**config.mk**
```make
export PLATFORM = sky130hd
export DESIGN_NAME = sre_top
export DESIGN_NICKNAME = d
export VERILOG_FILES = /design/src/verilog/sre_pkg.sv /design/src/verilog/sre_sync3.sv /design/src/verilog/sre_top.sv
export VERILOG_INCLUDE_DIRS = /design/src /design/src/verilog
export SDC_FILE = /design/constraint.sdc
export NUM_CORES = 1
export LEC_CHECK = 0
export BUFFER_PORTS_ARGS = -buffer_cell sky130_fd_sc_hd__buf_2
export CAP_MARGIN = 15
export CORE_AREA = 2 2 108 110
export DETAILED_ROUTE_END_ITERATION = 16
export DIE_AREA = 0 0 110 112
export PLACE_DENSITY_LB_ADDON = 0.08
export SLEW_MARGIN = 15
export SYNTH_ARGS = -nofsm -noshare
export SYNTH_HDL_FRONTEND = slang
export SYNTH_SLANG_ARGS = --single-unit
```
**constraint.sdc**
```tcl
create_clock -name core_clk_i -period 1.75 [get_ports core_clk_i]
set_clock_uncertainty 0.2 [all_clocks]
set_input_delay 0.525 -clock core_clk_i [delete_from_list [all_inputs] [get_ports core_clk_i]]
set_output_delay 0.525 -clock core_clk_i [all_outputs]
set_load 0.03 [all_outputs]
```
**src/verilog/sre_cfg.svh**
```systemverilog
// Constants for the system reset and error pin block
`ifndef SRE_CFG_SVH
`define SRE_CFG_SVH
`define SRE_RST_MIN_CYC     16
`define SRE_RST_OUT_CYC     16
`define SRE_GPIO_W          64
`define SRE_TEST_W          6
`define SRE_SYNC_RESET_VAL  1'b1
`endif

```
**src/verilog/sre_pkg.sv**
```systemverilog
// Types for the system reset and error pin block
`default_nettype none
package sre_pkg;
	typedef struct packed {
		logic receiver_inhibit;
		logic test_mode_control;
		logic leakage_test;
		logic reference_enable;
		logic driver_inhibit_first;
		logic driver_inhibit_second;
	} sre_test_s;
	typedef enum logic [1:0] {
		SRE_IDLE,
		SRE_DRIVE,
		SRE_RELEASE
	} sre_rst_e;
endpackage
`default_nettype wire

```
**src/verilog/sre_sync3.sv**
```systemverilog
// Three-stage input synchroniser with agreement filter
`timescale 1ns/100ps
`default_nettype none
module sre_sync3 #(
	parameter logic INIT = 1'b1
) (
	// Clock and reset
	input  wire logic core_clk_i,
	input  wire logic rst_n_i,
	// Pin side
	input  wire logic async_i,
	// Core side
	output logic      level_o
);
	logic s1_q;
	logic s2_q;
	logic s3_q;

	always_ff @(posedge core_clk_i) begin
		if (!rst_n_i) begin
			s1_q <= INIT;
			s2_q <= INIT;
			s3_q <= INIT;
		end else begin
			s1_q <= async_i;
			s2_q <= s1_q;
			s3_q <= s2_q;
		end
	end

	// Level changes only once the last two stages agree
	always_ff @(posedge core_clk_i) begin
		if (!rst_n_i) begin
			level_o <= INIT;
		end else if (s2_q == s3_q) begin
			level_o <= s3_q;
		end
	end
endmodule
`default_nettype wire

```
**src/verilog/sre_top.sv**
```systemverilog
// System reset line, machine-check error output and test gating
`timescale 1ns/100ps
`default_nettype none
`include "sre_cfg.svh"
// Function
// - Error output goes 1 on machine check
// - Check means fetch with bus error executed
// - Error holds until syndrome bit cleared
// - Software may request system reset too
// - Reset line open drain, never driven high
// - Test inputs ignored without test enable
// - General IO only after control bits set
module sre_top #(
	parameter int RST_MIN_CYC = `SRE_RST_MIN_CYC,
	parameter int RST_OUT_CYC = `SRE_RST_OUT_CYC,
	parameter int GPIO_W      = `SRE_GPIO_W
) (
	// Clock and reset
	input  wire logic              core_clk_i,
	input  wire logic              rst_n_i,
	// Core fetch and exception syndrome
	input  wire logic              fetch_exec_i,
	input  wire logic              fetch_bus_err_i,
	input  wire logic              syndrome_mc_clear_i,
	output logic                   machine_check_error_out_o,
	// Software reset request
	input  wire logic              sw_reset_req_i,
	// System reset line, open drain
	input  wire logic              system_reset_line_i,
	output logic                   system_reset_line_o,
	output logic                   system_reset_line_oe_o,
	output logic                   system_reset_o,
	// Manufacturing test inputs
	input  wire logic              manufacturing_test_enable_i,
	input  wire sre_pkg::sre_test_s test_raw_i,
	output var sre_pkg::sre_test_s test_gated_o,
	// General IO muxing
	input  wire logic [GPIO_W-1:0] gpio_sel_i,
	input  wire logic [GPIO_W-1:0] func_out_i,
	input  wire logic [GPIO_W-1:0] gpio_out_i,
	output logic [GPIO_W-1:0]      pin_out_o
);
	localparam int CW = $clog2(RST_MIN_CYC + RST_OUT_CYC + 1);

	logic              err_q;
	logic              line_lvl;
	logic              ten_lvl;
	logic [CW-1:0]     low_cnt_q;
	logic [CW-1:0]     out_cnt_q;
	logic              sys_rst_q;
	sre_pkg::sre_rst_e st_q;
	sre_pkg::sre_test_s test_q;
	logic [GPIO_W-1:0] pin_q;

	// Machine check: a fetched instruction with a bus error is executed
	wire mc_event = fetch_exec_i & fetch_bus_err_i;

	// Error flag; a new check wins over a clear in the same cycle
	always_ff @(posedge core_clk_i) begin
		if (!rst_n_i) begin
			err_q <= 1'b0;
		end else if (mc_event) begin
			err_q <= 1'b1;
		end else if (syndrome_mc_clear_i) begin
			err_q <= 1'b0;
		end
	end
	assign machine_check_error_out_o = err_q;

	sre_sync3 #(
		.INIT (`SRE_SYNC_RESET_VAL)
	) u_line_sync (
		.core_clk_i (core_clk_i),
		.rst_n_i    (rst_n_i),
		.async_i    (system_reset_line_i),
		.level_o    (line_lvl)
	);

	sre_sync3 #(
		.INIT (1'b0)
	) u_ten_sync (
		.core_clk_i (core_clk_i),
		.rst_n_i    (rst_n_i),
		.async_i    (manufacturing_test_enable_i),
		.level_o    (ten_lvl)
	);

	// Count consecutive low cycles of the line seen from outside
	always_ff @(posedge core_clk_i) begin
		if (!rst_n_i) begin
			low_cnt_q <= '0;
		end else if (line_lvl || st_q != sre_pkg::SRE_IDLE) begin
			low_cnt_q <= '0;
		end else if (low_cnt_q != CW'(RST_MIN_CYC)) begin
			low_cnt_q <= low_cnt_q + 1'b1;
		end
	end

	// Reset sequencer: software request drives the line low itself
	// The drive must outlast the line sync delay, or release sees a stale high
	always_ff @(posedge core_clk_i) begin
		if (!rst_n_i) begin
			st_q      <= sre_pkg::SRE_IDLE;
			out_cnt_q <= '0;
			sys_rst_q <= 1'b0;
		end else begin
			unique case (st_q)
				sre_pkg::SRE_IDLE: begin
					sys_rst_q <= 1'b0;
					if (sw_reset_req_i) begin
						st_q      <= sre_pkg::SRE_DRIVE;
						out_cnt_q <= '0;
					end else if (low_cnt_q == CW'(RST_MIN_CYC)) begin
						sys_rst_q <= 1'b1;
						st_q      <= sre_pkg::SRE_RELEASE;
					end
				end
				sre_pkg::SRE_DRIVE: begin
					sys_rst_q <= 1'b1;
					out_cnt_q <= out_cnt_q + 1'b1;
					if (out_cnt_q == CW'(RST_OUT_CYC - 1)) begin
						st_q <= sre_pkg::SRE_RELEASE;
					end
				end
				sre_pkg::SRE_RELEASE: begin
					if (line_lvl) begin
						st_q      <= sre_pkg::SRE_IDLE;
						sys_rst_q <= 1'b0;
					end
				end
			endcase
		end
	end

	// Open drain: output data fixed low, only the enable toggles
	assign system_reset_line_o    = 1'b0;
	assign system_reset_line_oe_o = (st_q == sre_pkg::SRE_DRIVE);
	assign system_reset_o         = sys_rst_q;

	// Test inputs pass only while test enable is active
	always_ff @(posedge core_clk_i) begin
		if (!rst_n_i) begin
			test_q <= '0;
		end else begin
			test_q <= ten_lvl ? test_raw_i : '0;
		end
	end
	assign test_gated_o = test_q;

	// Each pin takes general IO data only when its select bit is set
	genvar g;
	generate
		for (g = 0; g < GPIO_W; g++) begin : g_pin
			always_ff @(posedge core_clk_i) begin
				if (!rst_n_i) begin
					pin_q[g] <= 1'b0;
				end else begin
					pin_q[g] <= gpio_sel_i[g] ? gpio_out_i[g] : func_out_i[g];
				end
			end
			gpio_take_a: assert property (@(posedge core_clk_i) disable iff (!rst_n_i)
				gpio_sel_i[g] |=> pin_out_o[g] == $past(gpio_out_i[g]))
				else $error("general IO data not taken with select");
		end
	endgenerate
	assign pin_out_o = pin_q;

	// Error output tracks its cause
	mc_sets_err_a: assert property (@(posedge core_clk_i) disable iff (!rst_n_i)
		mc_event |=> machine_check_error_out_o)
		else $error("error output not set after machine check");
	err_holds_a: assert property (@(posedge core_clk_i) disable iff (!rst_n_i)
		machine_check_error_out_o && !syndrome_mc_clear_i |=> machine_check_error_out_o)
		else $error("error output dropped without clear");
	err_clears_a: assert property (@(posedge core_clk_i) disable iff (!rst_n_i)
		syndrome_mc_clear_i && !mc_event |=> !machine_check_error_out_o)
		else $error("error output not cleared");
	err_cause_a: assert property (@(posedge core_clk_i) disable iff (!rst_n_i)
		$rose(machine_check_error_out_o) |-> $past(fetch_exec_i && fetch_bus_err_i))
		else $error("error output rose without bus error fetch");
	line_never_high_a: assert property (@(posedge core_clk_i) disable iff (!rst_n_i)
		system_reset_line_oe_o |-> !system_reset_line_o)
		else $error("reset line driven high");

	// Software drive lasts exactly the configured count
	sw_drive_a: assert property (@(posedge core_clk_i) disable iff (!rst_n_i)
		st_q == sre_pkg::SRE_IDLE && sw_reset_req_i |=> system_reset_line_oe_o)
		else $error("software reset not driven");
	sw_drive_len_a: assert property (@(posedge core_clk_i) disable iff (!rst_n_i)
		$fell(system_reset_line_oe_o) |-> $past(out_cnt_q) == CW'(RST_OUT_CYC - 1))
		else $error("software reset drive length wrong");
	oe_bound_a: assert property (@(posedge core_clk_i) disable iff (!rst_n_i)
		system_reset_line_oe_o |-> out_cnt_q < CW'(RST_OUT_CYC))
		else $error("software reset drive overran");
	sw_rst_follows_a: assert property (@(posedge core_clk_i) disable iff (!rst_n_i)
		$rose(system_reset_line_oe_o) |=> system_reset_o)
		else $error("software reset did not reset the system");
	rst_hold_a: assert property (@(posedge core_clk_i) disable iff (!rst_n_i)
		st_q == sre_pkg::SRE_RELEASE && !line_lvl |=> system_reset_o)
		else $error("system reset dropped while line low");
	rst_release_a: assert property (@(posedge core_clk_i) disable iff (!rst_n_i)
		st_q == sre_pkg::SRE_RELEASE && line_lvl |=> !system_reset_o)
		else $error("system reset held after line high");

	// External reset only after the full minimum low time
	ext_rst_min_a: assert property (@(posedge core_clk_i) disable iff (!rst_n_i)
		$rose(system_reset_o) && !system_reset_line_oe_o |->
			$past(low_cnt_q) == CW'(RST_MIN_CYC))
		else $error("external reset taken before minimum");
	ext_short_a: assert property (@(posedge core_clk_i) disable iff (!rst_n_i)
		st_q == sre_pkg::SRE_IDLE && !sw_reset_req_i && low_cnt_q != CW'(RST_MIN_CYC)
			|=> !system_reset_o)
		else $error("system reset from short low pulse");

	// Test and general IO gating
	test_gate_a: assert property (@(posedge core_clk_i) disable iff (!rst_n_i)
		!ten_lvl |=> test_gated_o == '0)
		else $error("test input passed without test enable");
	test_pass_a: assert property (@(posedge core_clk_i) disable iff (!rst_n_i)
		ten_lvl |=> test_gated_o == $past(test_raw_i))
		else $error("test input not passed with test enable");
	gpio_sel_a: assert property (@(posedge core_clk_i) disable iff (!rst_n_i)
		!gpio_sel_i[0] |=> pin_out_o[0] == $past(func_out_i[0]))
		else $error("general IO active without select");
endmodule
`default_nettype wire
```
==> results.md, run 1 <==
- Status: complete, no violations
- Hold_ws: 0.176 ns
- Die height: 112 µm
- CP Capture Type: primary output
- Synthesized instance count: 328
- Worst-case vdd ir drop: 0.437 mV
- Synth cell types: 26
- Largest area contributor in the netlist: dfxtp_1
- Post-route insts no fill: ~770
- Clock root cell: clkbuf_16
- Routed vias/inst: 4.20
- Max-Cap Viols: 0
- FP Rows: 39
- Final worst path period share: 98.4%
- Seq/Total Area, Yosys: 52.7%
- Arrival @ worst endpoint: 1.00 ns
- Max FO, Critical Path: 2
- First DRT Iteration DRCs: 85
- Nets: between 800 and 900
- Final count of hold timing violations: 0
- Final Setup Violations: 0
- Fin util: 49.5%
- Top_reg_cell synth: dfxtp_1
- Clock tree buffer depth: 2
- Ys async rst share: 0%
- Vias post-DR: 3214
- Sum Neg Setup Slack: 0 ns
- RSZ-0062 raised after global routing: yes
- Share of post-route cells with drive strength above 1: 50.6%
- Final instance area: 5530 µm²
- Leakage: 2.89 nW
- First-pass GRT wire length: 14600 µm
- Total grt overflow: 0
- TritonCTS Buffers: 9
- Vias in the first global route: 3170
- WL final: approximately 9800 µm
- Most frequent cells after synthesis: dfxtp_1 (94), nor2b_1 (69), mux2i_1 (68), nand2_1 (13), nor2_1 (12)
- Count of pins over their slew limit: 0
- Final worst slack: approximately 0.029 ns
- Critical path required time: 1.02 ns
- Cell Area, Placed: 5180 µm²
- Critical setup path kind: register to primary output
- Input/output buffers: 278
- CTS Sinks: 94
- Worst skew pair latency: 0.33 ns
- CTS H-tree depth: 3
- Worst setup SP type: register
- CTS tree: yes
- Effective utilization at floorplan: 32.0%
- CP max stage cell: dfxtp_2
- Synthesized flop and latch total: 94
- Area growth syn-to-layout: 54.8%
- Routed WL per cell: ~13 µm
- EDFF count, synth: 0
- Die Span X: 110 µm
- Netlist Area Pre-Place: 3570 µm²
- HP Class: input pin to register
- Peak Freq: approximately 580 MHz
- Slowest stage delay, CP: between 0.3 and 0.4 ns
- Antenna cells: 0
- Critical path, cell by cell: inv_2, ha_4, buf_6
- Die ar.: 12300 µm²
- Antenna violations before repair: 0
- Most frequent cell after synthesis: dfxtp_1
- RePlAce Congestion: between 0.8 and 0.9
- GRT Util Overall: 15.7%
- Placed cells: approximately 750
- Placement Setup Slack: 0.0316 ns
- Syn avg cell area: roughly 11 µm²
- Area share of the largest cell type after synthesis: 52.7%
- Final HPWL DP: 8100 µm
- Worst-path clk slew: 0.06 ns
- Antenna-violating nets left: 0
- Main area contributors after synthesis: dfxtp_1 (53%), mux2i_1 (19%), nor2b_1 (12%)
- Minimum clock period: roughly 1.7 ns
- Pwr dens: 981 nW/µm²
- Core Footprint: 11200 µm²
- Post-route DRC violation count: 0
- Overall power: 5.42 mW
- Largest net degree at the start of global routing: 34
- Syn nets: 540
- Drt pass-1 iters: 3
- I/O pins: 280
- Synth warn: 0
cells by family (layout without fill, tap and decap cells):
family | after synthesis | in the layout | share of synthesized area, %
compound gates | 12 | 12 | 2.31
xor+xnor | 8 | 8 | 1.96
fa+ha+maj | 6 | 6 | 2.10
buf+inv | 15 | 309 | 1.68
flops | 94 | 94 | 52.7
mux | 68 | 68 | 19.1
other cells | 1 | 1 | 0.105
simple gates | 124 | 124 | 20.1
per-layer routing:
layer	up-vias	track usage, %	part of all wire, %
met2	118	29.5	55
met4	0	5.57	1.3
met5	-	0	0
met3	9	2.99	5.7
li1	1661	-	-
met1	1426	17.0	38
final cells by class:
cell class              count  area, µm²
clock buffers              10        239
clock inverters             6       68.8
fillers                  1082       5650
inverters                   5       18.8
multi-input cells         219       1650
flip-flops and latches     94       1890
well taps                 143        179
repair buffers            288       1490
final timing paths:
| kind | from | end | slack [ns] | cells past startpoint |
|---|---|---|---|---|
| max | st_q[1] | system_reset_line_oe_o | 0.03 | 3 |
| min reg2reg | u_line_sync.s1_q | u_line_sync.s2_q | 0.20 | 1 |
| min | system_reset_line_i | u_line_sync.s1_q | 0.18 | 2 |
| max reg2reg | low_cnt_q[0] | system_reset_o | 0.07 | 7 |
layout by cell type, fill, tap and decap left out, drive strengths merged:
| master | synthesis | final |
|---|---|---|
| buf | 1 | 288 |
| dfxtp | 94 | 94 |
| nor2b | 69 | 69 |
| mux2i | 68 | 68 |
| nand2 | 13 | 13 |
| nor2 | 12 | 12 |
| clkbuf | 9 | 10 |
| and3 | 7 | 7 |
| inv | 5 | 7 |
| nand2b | 6 | 6 |
| xnor2 | 6 | 6 |
| ha | 6 | 6 |
| and2 | 5 | 5 |
| nand3 | 5 | 5 |
| o21ai | 4 | 4 |
| nor3 | 4 | 4 |
| a21oi | 3 | 3 |
| a21boi | 2 | 2 |
| xor2 | 2 | 2 |
| nor4 | 2 | 2 |
| clkinv | 0 | 2 |
| nand3b | 1 | 1 |
| o22ai | 1 | 1 |
| a32oi | 1 | 1 |
| a221o | 1 | 1 |
| conb | 1 | 1 |
| bufinv | 0 | 1 |
| clkinvlp | 0 | 1 |
registers in the layout (all words and copies together) (netlist names), 2 cells and up:
| register | flops |
|---|---|
| test_gated_o | 6 |
| out_cnt_q | 6 |
| pin_out_o | 64 |
| st_q | 2 |
| low_cnt_q | 6 |
timing repair:
| action | CTS | global route |
|---|---|---|
| gates cloned | 0 | 0 |
| gates resized for setup | 6 | 4 |
| hold buffers | 0 | 0 |
| buffers inserted | 2 | 0 |
| endpoints found under the setup margin | 1 | 4 |
where the power goes:
group          internal, mW  total [mW]  leakage (nW)  switching, mW
clock                  1.16        1.99         0.149          0.829
combinational         0.517        1.12          1.96          0.602
sequential             2.27        2.32         0.779         0.0436
worst max-delay path, delay by kind of cell, from the launching register on:
family | cells | cell delay (ns)
adder cells (fa/ha/maj) | 1 | 0.15
buffers and inverters | 2 | 0.18
flip-flops | 1 | 0.33
Power figures use the tool's default switching activity.
==> inputs of run 2 (changes only) <==
--- a/config.mk
+++ b/config.mk
@@ -11,6 +11,7 @@
 export CORE_AREA = 2 2 108 110
 export DETAILED_ROUTE_END_ITERATION = 16
 export DIE_AREA = 0 0 110 112
+export GPL_TIMING_DRIVEN = 0
 export PLACE_DENSITY_LB_ADDON = 0.08
 export SLEW_MARGIN = 15
 export SYNTH_ARGS = -nofsm -noshare
==> run 2 against run 1 <==
Compared with the run above: first-iteration DRC count is 48% lower; wire length is 0.63% higher; register-to-register slack hardly changed; cell count is 0.39% higher; total power is 1.7% higher; core utilization is 0.13 points higher; sequential share of layout area is 0.092 points lower; the run now ends with negative setup slack left; clock-buffer cell count is 1 lower; critical endpoint unchanged; clock power is 5% higher; hold slack better by 0.0092 ns; largest cell class unchanged; global-route usage is 0.35 points higher.
==> results.md, run 2 (same netlist as run 1, synthesis figures left out) <==
- Input/output buffers: 277 (-0.36%)
- Reg-to-reg slack, setup: 0.08 ns (about the same)
- Worst-case vdd ir drop: 0.535 mV (+22%)
- Critical R2R Capture: low_cnt_q[0]
- Worst setup SP type: register
- Vias post-DR: 3275 (+1.9%)
- Core Footprint: 11200 µm² (unchanged)
- Vias in the first global route: 3195 (+0.79%)
- Arrival @ worst endpoint: 1.03 ns (+0.03 ns)
- Reg2reg start: low_cnt_q[0]
- Final count of hold timing violations: 0 (unchanged)
- Area growth syn-to-layout: 55.2%
- I/O pins: 280 (unchanged)
- Final HPWL DP: 8230 µm (+1.7%)
- Commonest non-fill, non-tap cell in the layout: buf_2
- Final worst slack: -0.00105 ns (-0.0297 ns)
- RSZ-0062 raised after global routing: yes
- Critical setup path kind: register to primary output
- RePlAce Congestion: 0.792 (-2.1%)
- CP Capture Type: primary output
- FP Rows: 39 (unchanged)
- CP max stage cell: dfxtp_2
- Routed vias/inst: 4.26 (+1.5%)
- Routed WL per cell: 12.8 µm (+0.24%)
- Worst skew pair latency: 0.34 ns (about the same)
- Setup crit start: st_q[1]
- Setup crit end: system_reset_line_oe_o
- Clock root cell: clkbuf_16
- First-pass GRT wire length: 14800 µm (+1.3%)
- Leakage: 2.87 nW (-0.72%)
- Critical path required time: 1.02 ns (about the same)
- Final instance area: 5540 µm² (+0.27%)
- Final Setup Violations: 1 (+1)
- CTS tree: yes
- Total grt overflow: 0 (unchanged)
- Failing checks: negative setup slack
- Slowest stage delay, CP: 0.35 ns (+0.02 ns)
- Pwr dens: 995 nW/µm² (+1.5%)
- Max-Cap Viols: 0 (unchanged)
- Fin util: 49.6% (+0.13 points)
- Drt pass-1 iters: 4 (+1)
- Cell Area, Placed: 5140 µm² (-0.70%)
- Largest net degree at the start of global routing: 17 (-50%)
- First DRT Iteration DRCs: 44 (-48%)
- Critical path, cell by cell: inv_2, ha_4, buf_6
- # hold bufs at CTS: 0 (unchanged)
- WL final: 9860 µm (+0.63%)
- Share of post-route cells with drive strength above 1: 49.9% (-0.72 points)
- Worst r2r path cells: 8 (+1)
- Die ar.: 12300 µm² (unchanged)
- Die height: 112 µm (unchanged)
- Peak Freq: 571 MHz (-1.7%)
- Clock tree buffer depth: 2 (unchanged)
- Max FO, Critical Path: 3 (+1)
- Post-route DRC violation count: 0 (unchanged)
- Max FFs per register: 64 (unchanged)
- HP Class: input pin to register
- Most frequent cells in the layout: buf_2 (276), dfxtp_1 (90), nor2b_1 (69)
- Effective utilization at floorplan: 32.0% (unchanged)
- Count of pins over their slew limit: 0 (unchanged)
- Antenna cells: 0 (unchanged)
- Worst-path clk slew: 0.06 ns (about the same)
- CTS H-tree depth: 3 (unchanged)
- Nets: 832 (+0.36%)
- Minimum clock period: 1.75 ns (+0.0297 ns)
- Final worst path period share: 100% (+1.7 points)
- Number of fill cells: 1071 (-1.0%)
- Status: finished, violations left
- Die Span X: 110 µm (unchanged)
- Antenna-violating nets left: 0 (unchanged)
- Antenna violations before repair: 0 (unchanged)
- CTS Sinks: 94 (unchanged)
- GRT Util Overall: 16.0% (+0.35 points)
- TritonCTS Buffers: 9 (unchanged)
run 2: area by class of cell:
class	instances	area (µm²)	area share, %
flip-flops and latches	94	1890	34.0
multi-input cells	219	1670	30.1
repair buffers	281	1430	25.7
clock buffers	9	225	4.06
well taps	143	179	3.23
clock inverters	7	97.6	1.76
plain buffers	10	41.3	0.745
inverters	5	18.8	0.339
run 2: through the flow:
stage	cells	hold WS (ns)	setup TNS [ns]	worst slack, ns	power, mW
finish	768	0.185	-0.00105	-0.00105	5.52
global route	768	0.193	-0.102	-0.0372	5.78
CTS	765	0.168	-0.0149	-0.0149	5.56
detailed placement	748	0.194	-0.0371	-0.0299	3.41
global placement	748	0.202	0	0.00470	3.39
floorplan	328	0.186	0	0.140	2.97
run 2: critical path, delay by kind of cell (launching register included):
family | cells | cell delay [ns]
fa+ha+maj | 1 | 0.16
flops | 1 | 0.35
buf+inv | 2 | 0.18
run 2: report_power, final:
part	internal [mW]	total, mW	switching [mW]	leakage (nW)
Clock	1.26	2.08	0.826	0.152
Sequential	2.27	2.32	0.0465	0.779
Combinational	0.506	1.11	0.608	1.94
run 2: worst min-delay path by stage:
stage | startpoint | end | slack, ns | depth (start not counted)
3_5_place_dp | u_line_sync.s1_q | u_line_sync.s2_q | 0.19 | 1
3_3_place_gp | u_line_sync.s1_q | u_line_sync.s2_q | 0.20 | 1
2_1_floorplan | u_line_sync.s1_q | u_line_sync.s2_q | 0.19 | 1
5_1_grt | system_reset_line_i | u_line_sync.s1_q | 0.19 | 2
6_report | system_reset_line_i | u_line_sync.s1_q | 0.18 | 2
4_1_cts | system_reset_line_i | u_line_sync.s1_q | 0.17 | 2
run 2: timing repair:
action                                  CTS  global route
resized for setup                         7             8
setup buffers                             1             3
pin swaps                                 0             1
hold endpoints to repair                  0             0
cloned                                    0             0
endpoints found under the setup margin    4            10
run 2: metal layers:
layer,GRT usage (%),wire [µm]
met1,16.6,3600
met2,29.3,5310
met3,3.57,645
met4,8.44,296
met5,0,0
==> inputs of run 3 (changes only) <==
--- a/config.mk
+++ b/config.mk
@@ -12,8 +12,10 @@
 export DETAILED_ROUTE_END_ITERATION = 16
 export DIE_AREA = 0 0 110 112
 export GPL_TIMING_DRIVEN = 0
+export MAX_ROUTING_LAYER = met4
 export PLACE_DENSITY_LB_ADDON = 0.08
 export SLEW_MARGIN = 15
 export SYNTH_ARGS = -nofsm -noshare
 export SYNTH_HDL_FRONTEND = slang
+export SYNTH_HIERARCHICAL = 1
 export SYNTH_SLANG_ARGS = --single-unit
==> run 3 against run 2 <==
Compared with the run above: the run now ends clean; cell count down 0.39%; hold slack worse by 0.015 ns; die area unchanged; flip-flop and latch count is the same; wire length is 5.3% lower; combinational power about the same; synthesized cell count is the same; cell area down 0.38%; via count grew 0.46%; first-iteration DRC count up 30%; clock-buffer cell count up 3; clock power down 4%; largest power group unchanged.
==> results.md, run 3 <==
- Clock tree buffer depth: 2 (unchanged)
- Number of fill cells: 1092 (+2.0%)
- Die Span X: 110 µm (unchanged)
- Combined area of the multi-input logic cells: 1680 µm² (+0.38%)
- Register area: 1890 µm² (unchanged)
- GRT Util Overall: 15.3% (-0.74 points)
- Max FO, Critical Path: 3 (unchanged)
- CTS tree: yes
- Arrival @ worst endpoint: 1.02 ns (about the same)
- Peak Freq: 572 MHz (+0.17%)
- Cell Area, Placed: 5150 µm² (+0.12%)
- Pwr dens: 979 nW/µm² (-1.5%)
- Input/output buffers: 278 (+0.36%)
- Synthesized flop and latch total: 94 (unchanged)
- I/O pins: 280 (unchanged)
- Final count of hold timing violations: 0 (unchanged)
- Hold_ws: 0.170 ns (-0.0151 ns)
- HP Class: input pin to register
- Post-route DRC violation count: 0 (unchanged)
- Largest net degree at the start of global routing: 18 (+1)
- CTS Sinks: 94 (unchanged)
- Placement Setup Slack: -0.380 ns (-0.350 ns)
- # hold bufs at CTS: 0 (unchanged)
- Effective utilization at floorplan: 32.0% (about the same)
- Most frequent cells after synthesis: dfxtp_1 (94), nor2b_1 (69), mux2i_1 (68), nand2_1 (13), nor2_1 (12)
- Most frequent cell after synthesis: dfxtp_1
- Drt pass-1 iters: 4 (unchanged)
- Main area contributors after synthesis: dfxtp_1 (53%), mux2i_1 (19%), nor2b_1 (12%)
- Synth warn: 6 (+6)
- Syn nets: 540 (unchanged)
- Antenna violations before repair: 0 (unchanged)
- Area share of the largest cell type after synthesis: 52.7% (about the same)
- Total grt overflow: 0 (unchanged)
- RSZ-0062 raised after global routing: yes
- Clock root cell: clkbuf_16
- Routed vias/inst: 4.30 (+0.85%)
- Vias post-DR: 3290 (+0.46%)
- CTS H-tree depth: 3 (unchanged)
- Ys async rst share: 0% (unchanged)
- Antenna cells: 0 (unchanged)
- Worst-case vdd ir drop: 0.459 mV (-14%)
- Synthesized instance count: 328 (unchanged)
- Status: complete, no violations
- Fin util: 49.4% (-0.19 points)
- Count of pins over their slew limit: 0 (unchanged)
- First-pass GRT wire length: 14100 µm (-5.2%)
- Top_reg_cell synth: dfxtp_1
- Die ar.: 12300 µm² (unchanged)
- CP Capture Type: primary output
- Vias in the first global route: 3220 (+0.78%)
- Critical setup path kind: register to primary output
- Antenna-violating nets left: 0 (unchanged)
- Syn avg cell area: 10.9 µm² (about the same)
- Synth cell types: 29 (+12%)
- Max-Cap Viols: 0 (unchanged)
- Nets: 830 (-0.24%)
- Critical path required time: 1.02 ns (about the same)
- Final Setup Violations: 0 (-1)
- Largest area contributor in the netlist: dfxtp_1
- Area growth syn-to-layout: 54.6%
- EDFF count, synth: 0 (unchanged)
- Leakage: 2.86 nW (-0.30%)
- Worst skew pair latency: 0.33 ns (about the same)
- Netlist Area Pre-Place: 3570 µm² (about the same)
- FP Rows: 39 (unchanged)
- Seq/Total Area, Yosys: 52.7% (about the same)
- Commonest non-fill, non-tap cell in the layout: buf_2
- Final worst slack: 0.00183 ns (+0.00289 ns)
- Routed WL per cell: 12.2 µm (-5.0%)
- Most frequent cells in the layout: buf_2 (277), dfxtp_1 (90), nor2b_1 (68)
- Worst-path clk slew: 0.06 ns (about the same)
- Final worst path period share: 99.9% (-0.17 points)
- Share of post-route cells with drive strength above 1: 50.3% (+0.40 points)
- WL final: 9330 µm (-5.3%)
- Worst setup SP type: register
- Final HPWL DP: 7680 µm (-6.7%)
- Core Footprint: 11200 µm² (unchanged)
- TritonCTS Buffers: 9 (unchanged)
- Max FFs per register: 64 (unchanged)
- Final instance area: 5520 µm² (-0.38%)
- Minimum clock period: 1.75 ns (-0.00289 ns)
- First DRT Iteration DRCs: 57 (+30%)
- Die height: 112 µm (unchanged)
- RePlAce Congestion: 0.773 (-2.4%)
==> run 3: final timing paths <==
kind              slack [ns]  cells past startpoint                endpoint           startpoint
setup / recovery       0.002                      3  system_reset_line_oe_o              st_q[1]
hold / removal          0.17                      2        u_line_sync/s1_q  system_reset_line_i
setup reg to reg        0.06                      6            out_cnt_q[4]              st_q[0]
hold reg to reg         0.21                      1        u_line_sync/s2_q     u_line_sync/s1_q
==> run 3: cell families (layout without fill, tap and decap cells) <==
logic type | Yosys count | count (layout) | share of synthesized area (%)
adder cells (fa/ha/maj) | 6 | 6 | 2.10
AO/OA/AOI/OAI | 12 | 12 | 2.31
other | 1 | 1 | 0.105
AND/OR/NAND/NOR | 124 | 124 | 20.1
multiplexers | 68 | 68 | 19.0
flip-flops | 94 | 94 | 52.7
XOR/XNOR | 8 | 8 | 1.96
buffers and inverters | 15 | 309 | 1.68
==> run 3: routing by layer <==
| layer | global-route usage [%] | up-vias | routed length, µm |
|---|---|---|---|
| li1 | - | 1663 | - |
| met1 | 16.0 | 1468 | 3430 |
| met2 | 26.8 | 137 | 5050 |
| met3 | 2.87 | 22 | 577 |
| met4 | 7.68 | 0 | 272 |
| met5 | - | - | 0 |
==> run 3: metrics by stage <==
| step | std cells | setup TNS, ns | power (mW) |
|---|---|---|---|
| after floorplan | 328 | 0 | 2.97 |
| after global placement | 749 | -19.15 | 3.39 |
| after detailed placement | 749 | -19.65 | 3.40 |
| after CTS | 764 | -0.0138 | 5.46 |
| after global routing | 765 | -0.0380 | 5.67 |
| final | 765 | 0 | 5.41 |
==> run 3: critical path: stages, from the launching register on <==
cell     delay (ns)
dfxtp_2        0.35
inv_2          0.05
ha_4           0.16
buf_6          0.13
==> run 3: area by class of cell <==
| cell class | instances | share of cell area, % |
|---|---|---|
| flip-flops and latches | 94 | 34.2 |
| multi-input cells | 219 | 30.3 |
| repair buffers | 280 | 25.6 |
| clock buffers | 12 | 4.83 |
| well taps | 143 | 3.24 |
| clock inverters | 3 | 0.770 |
| plain buffers | 9 | 0.680 |
| inverters | 5 | 0.340 |
==> run 3: power by group <==
part	switching (mW)	leakage [nW]	internal, mW	total (mW)
Clock	0.775	0.151	1.21	1.99
Sequential	0.0466	0.779	2.27	2.32
Combinational	0.605	1.93	0.495	1.10
==> run 3: what timing repair did <==
| item | CTS | global route |
|---|---|---|
| pin swaps | 0 | 1 |
| setup buffers | 1 | 1 |
| endpoints found under the setup margin | 3 | 7 |
| resized for setup | 7 | 10 |
| gates cloned | 0 | 0 |
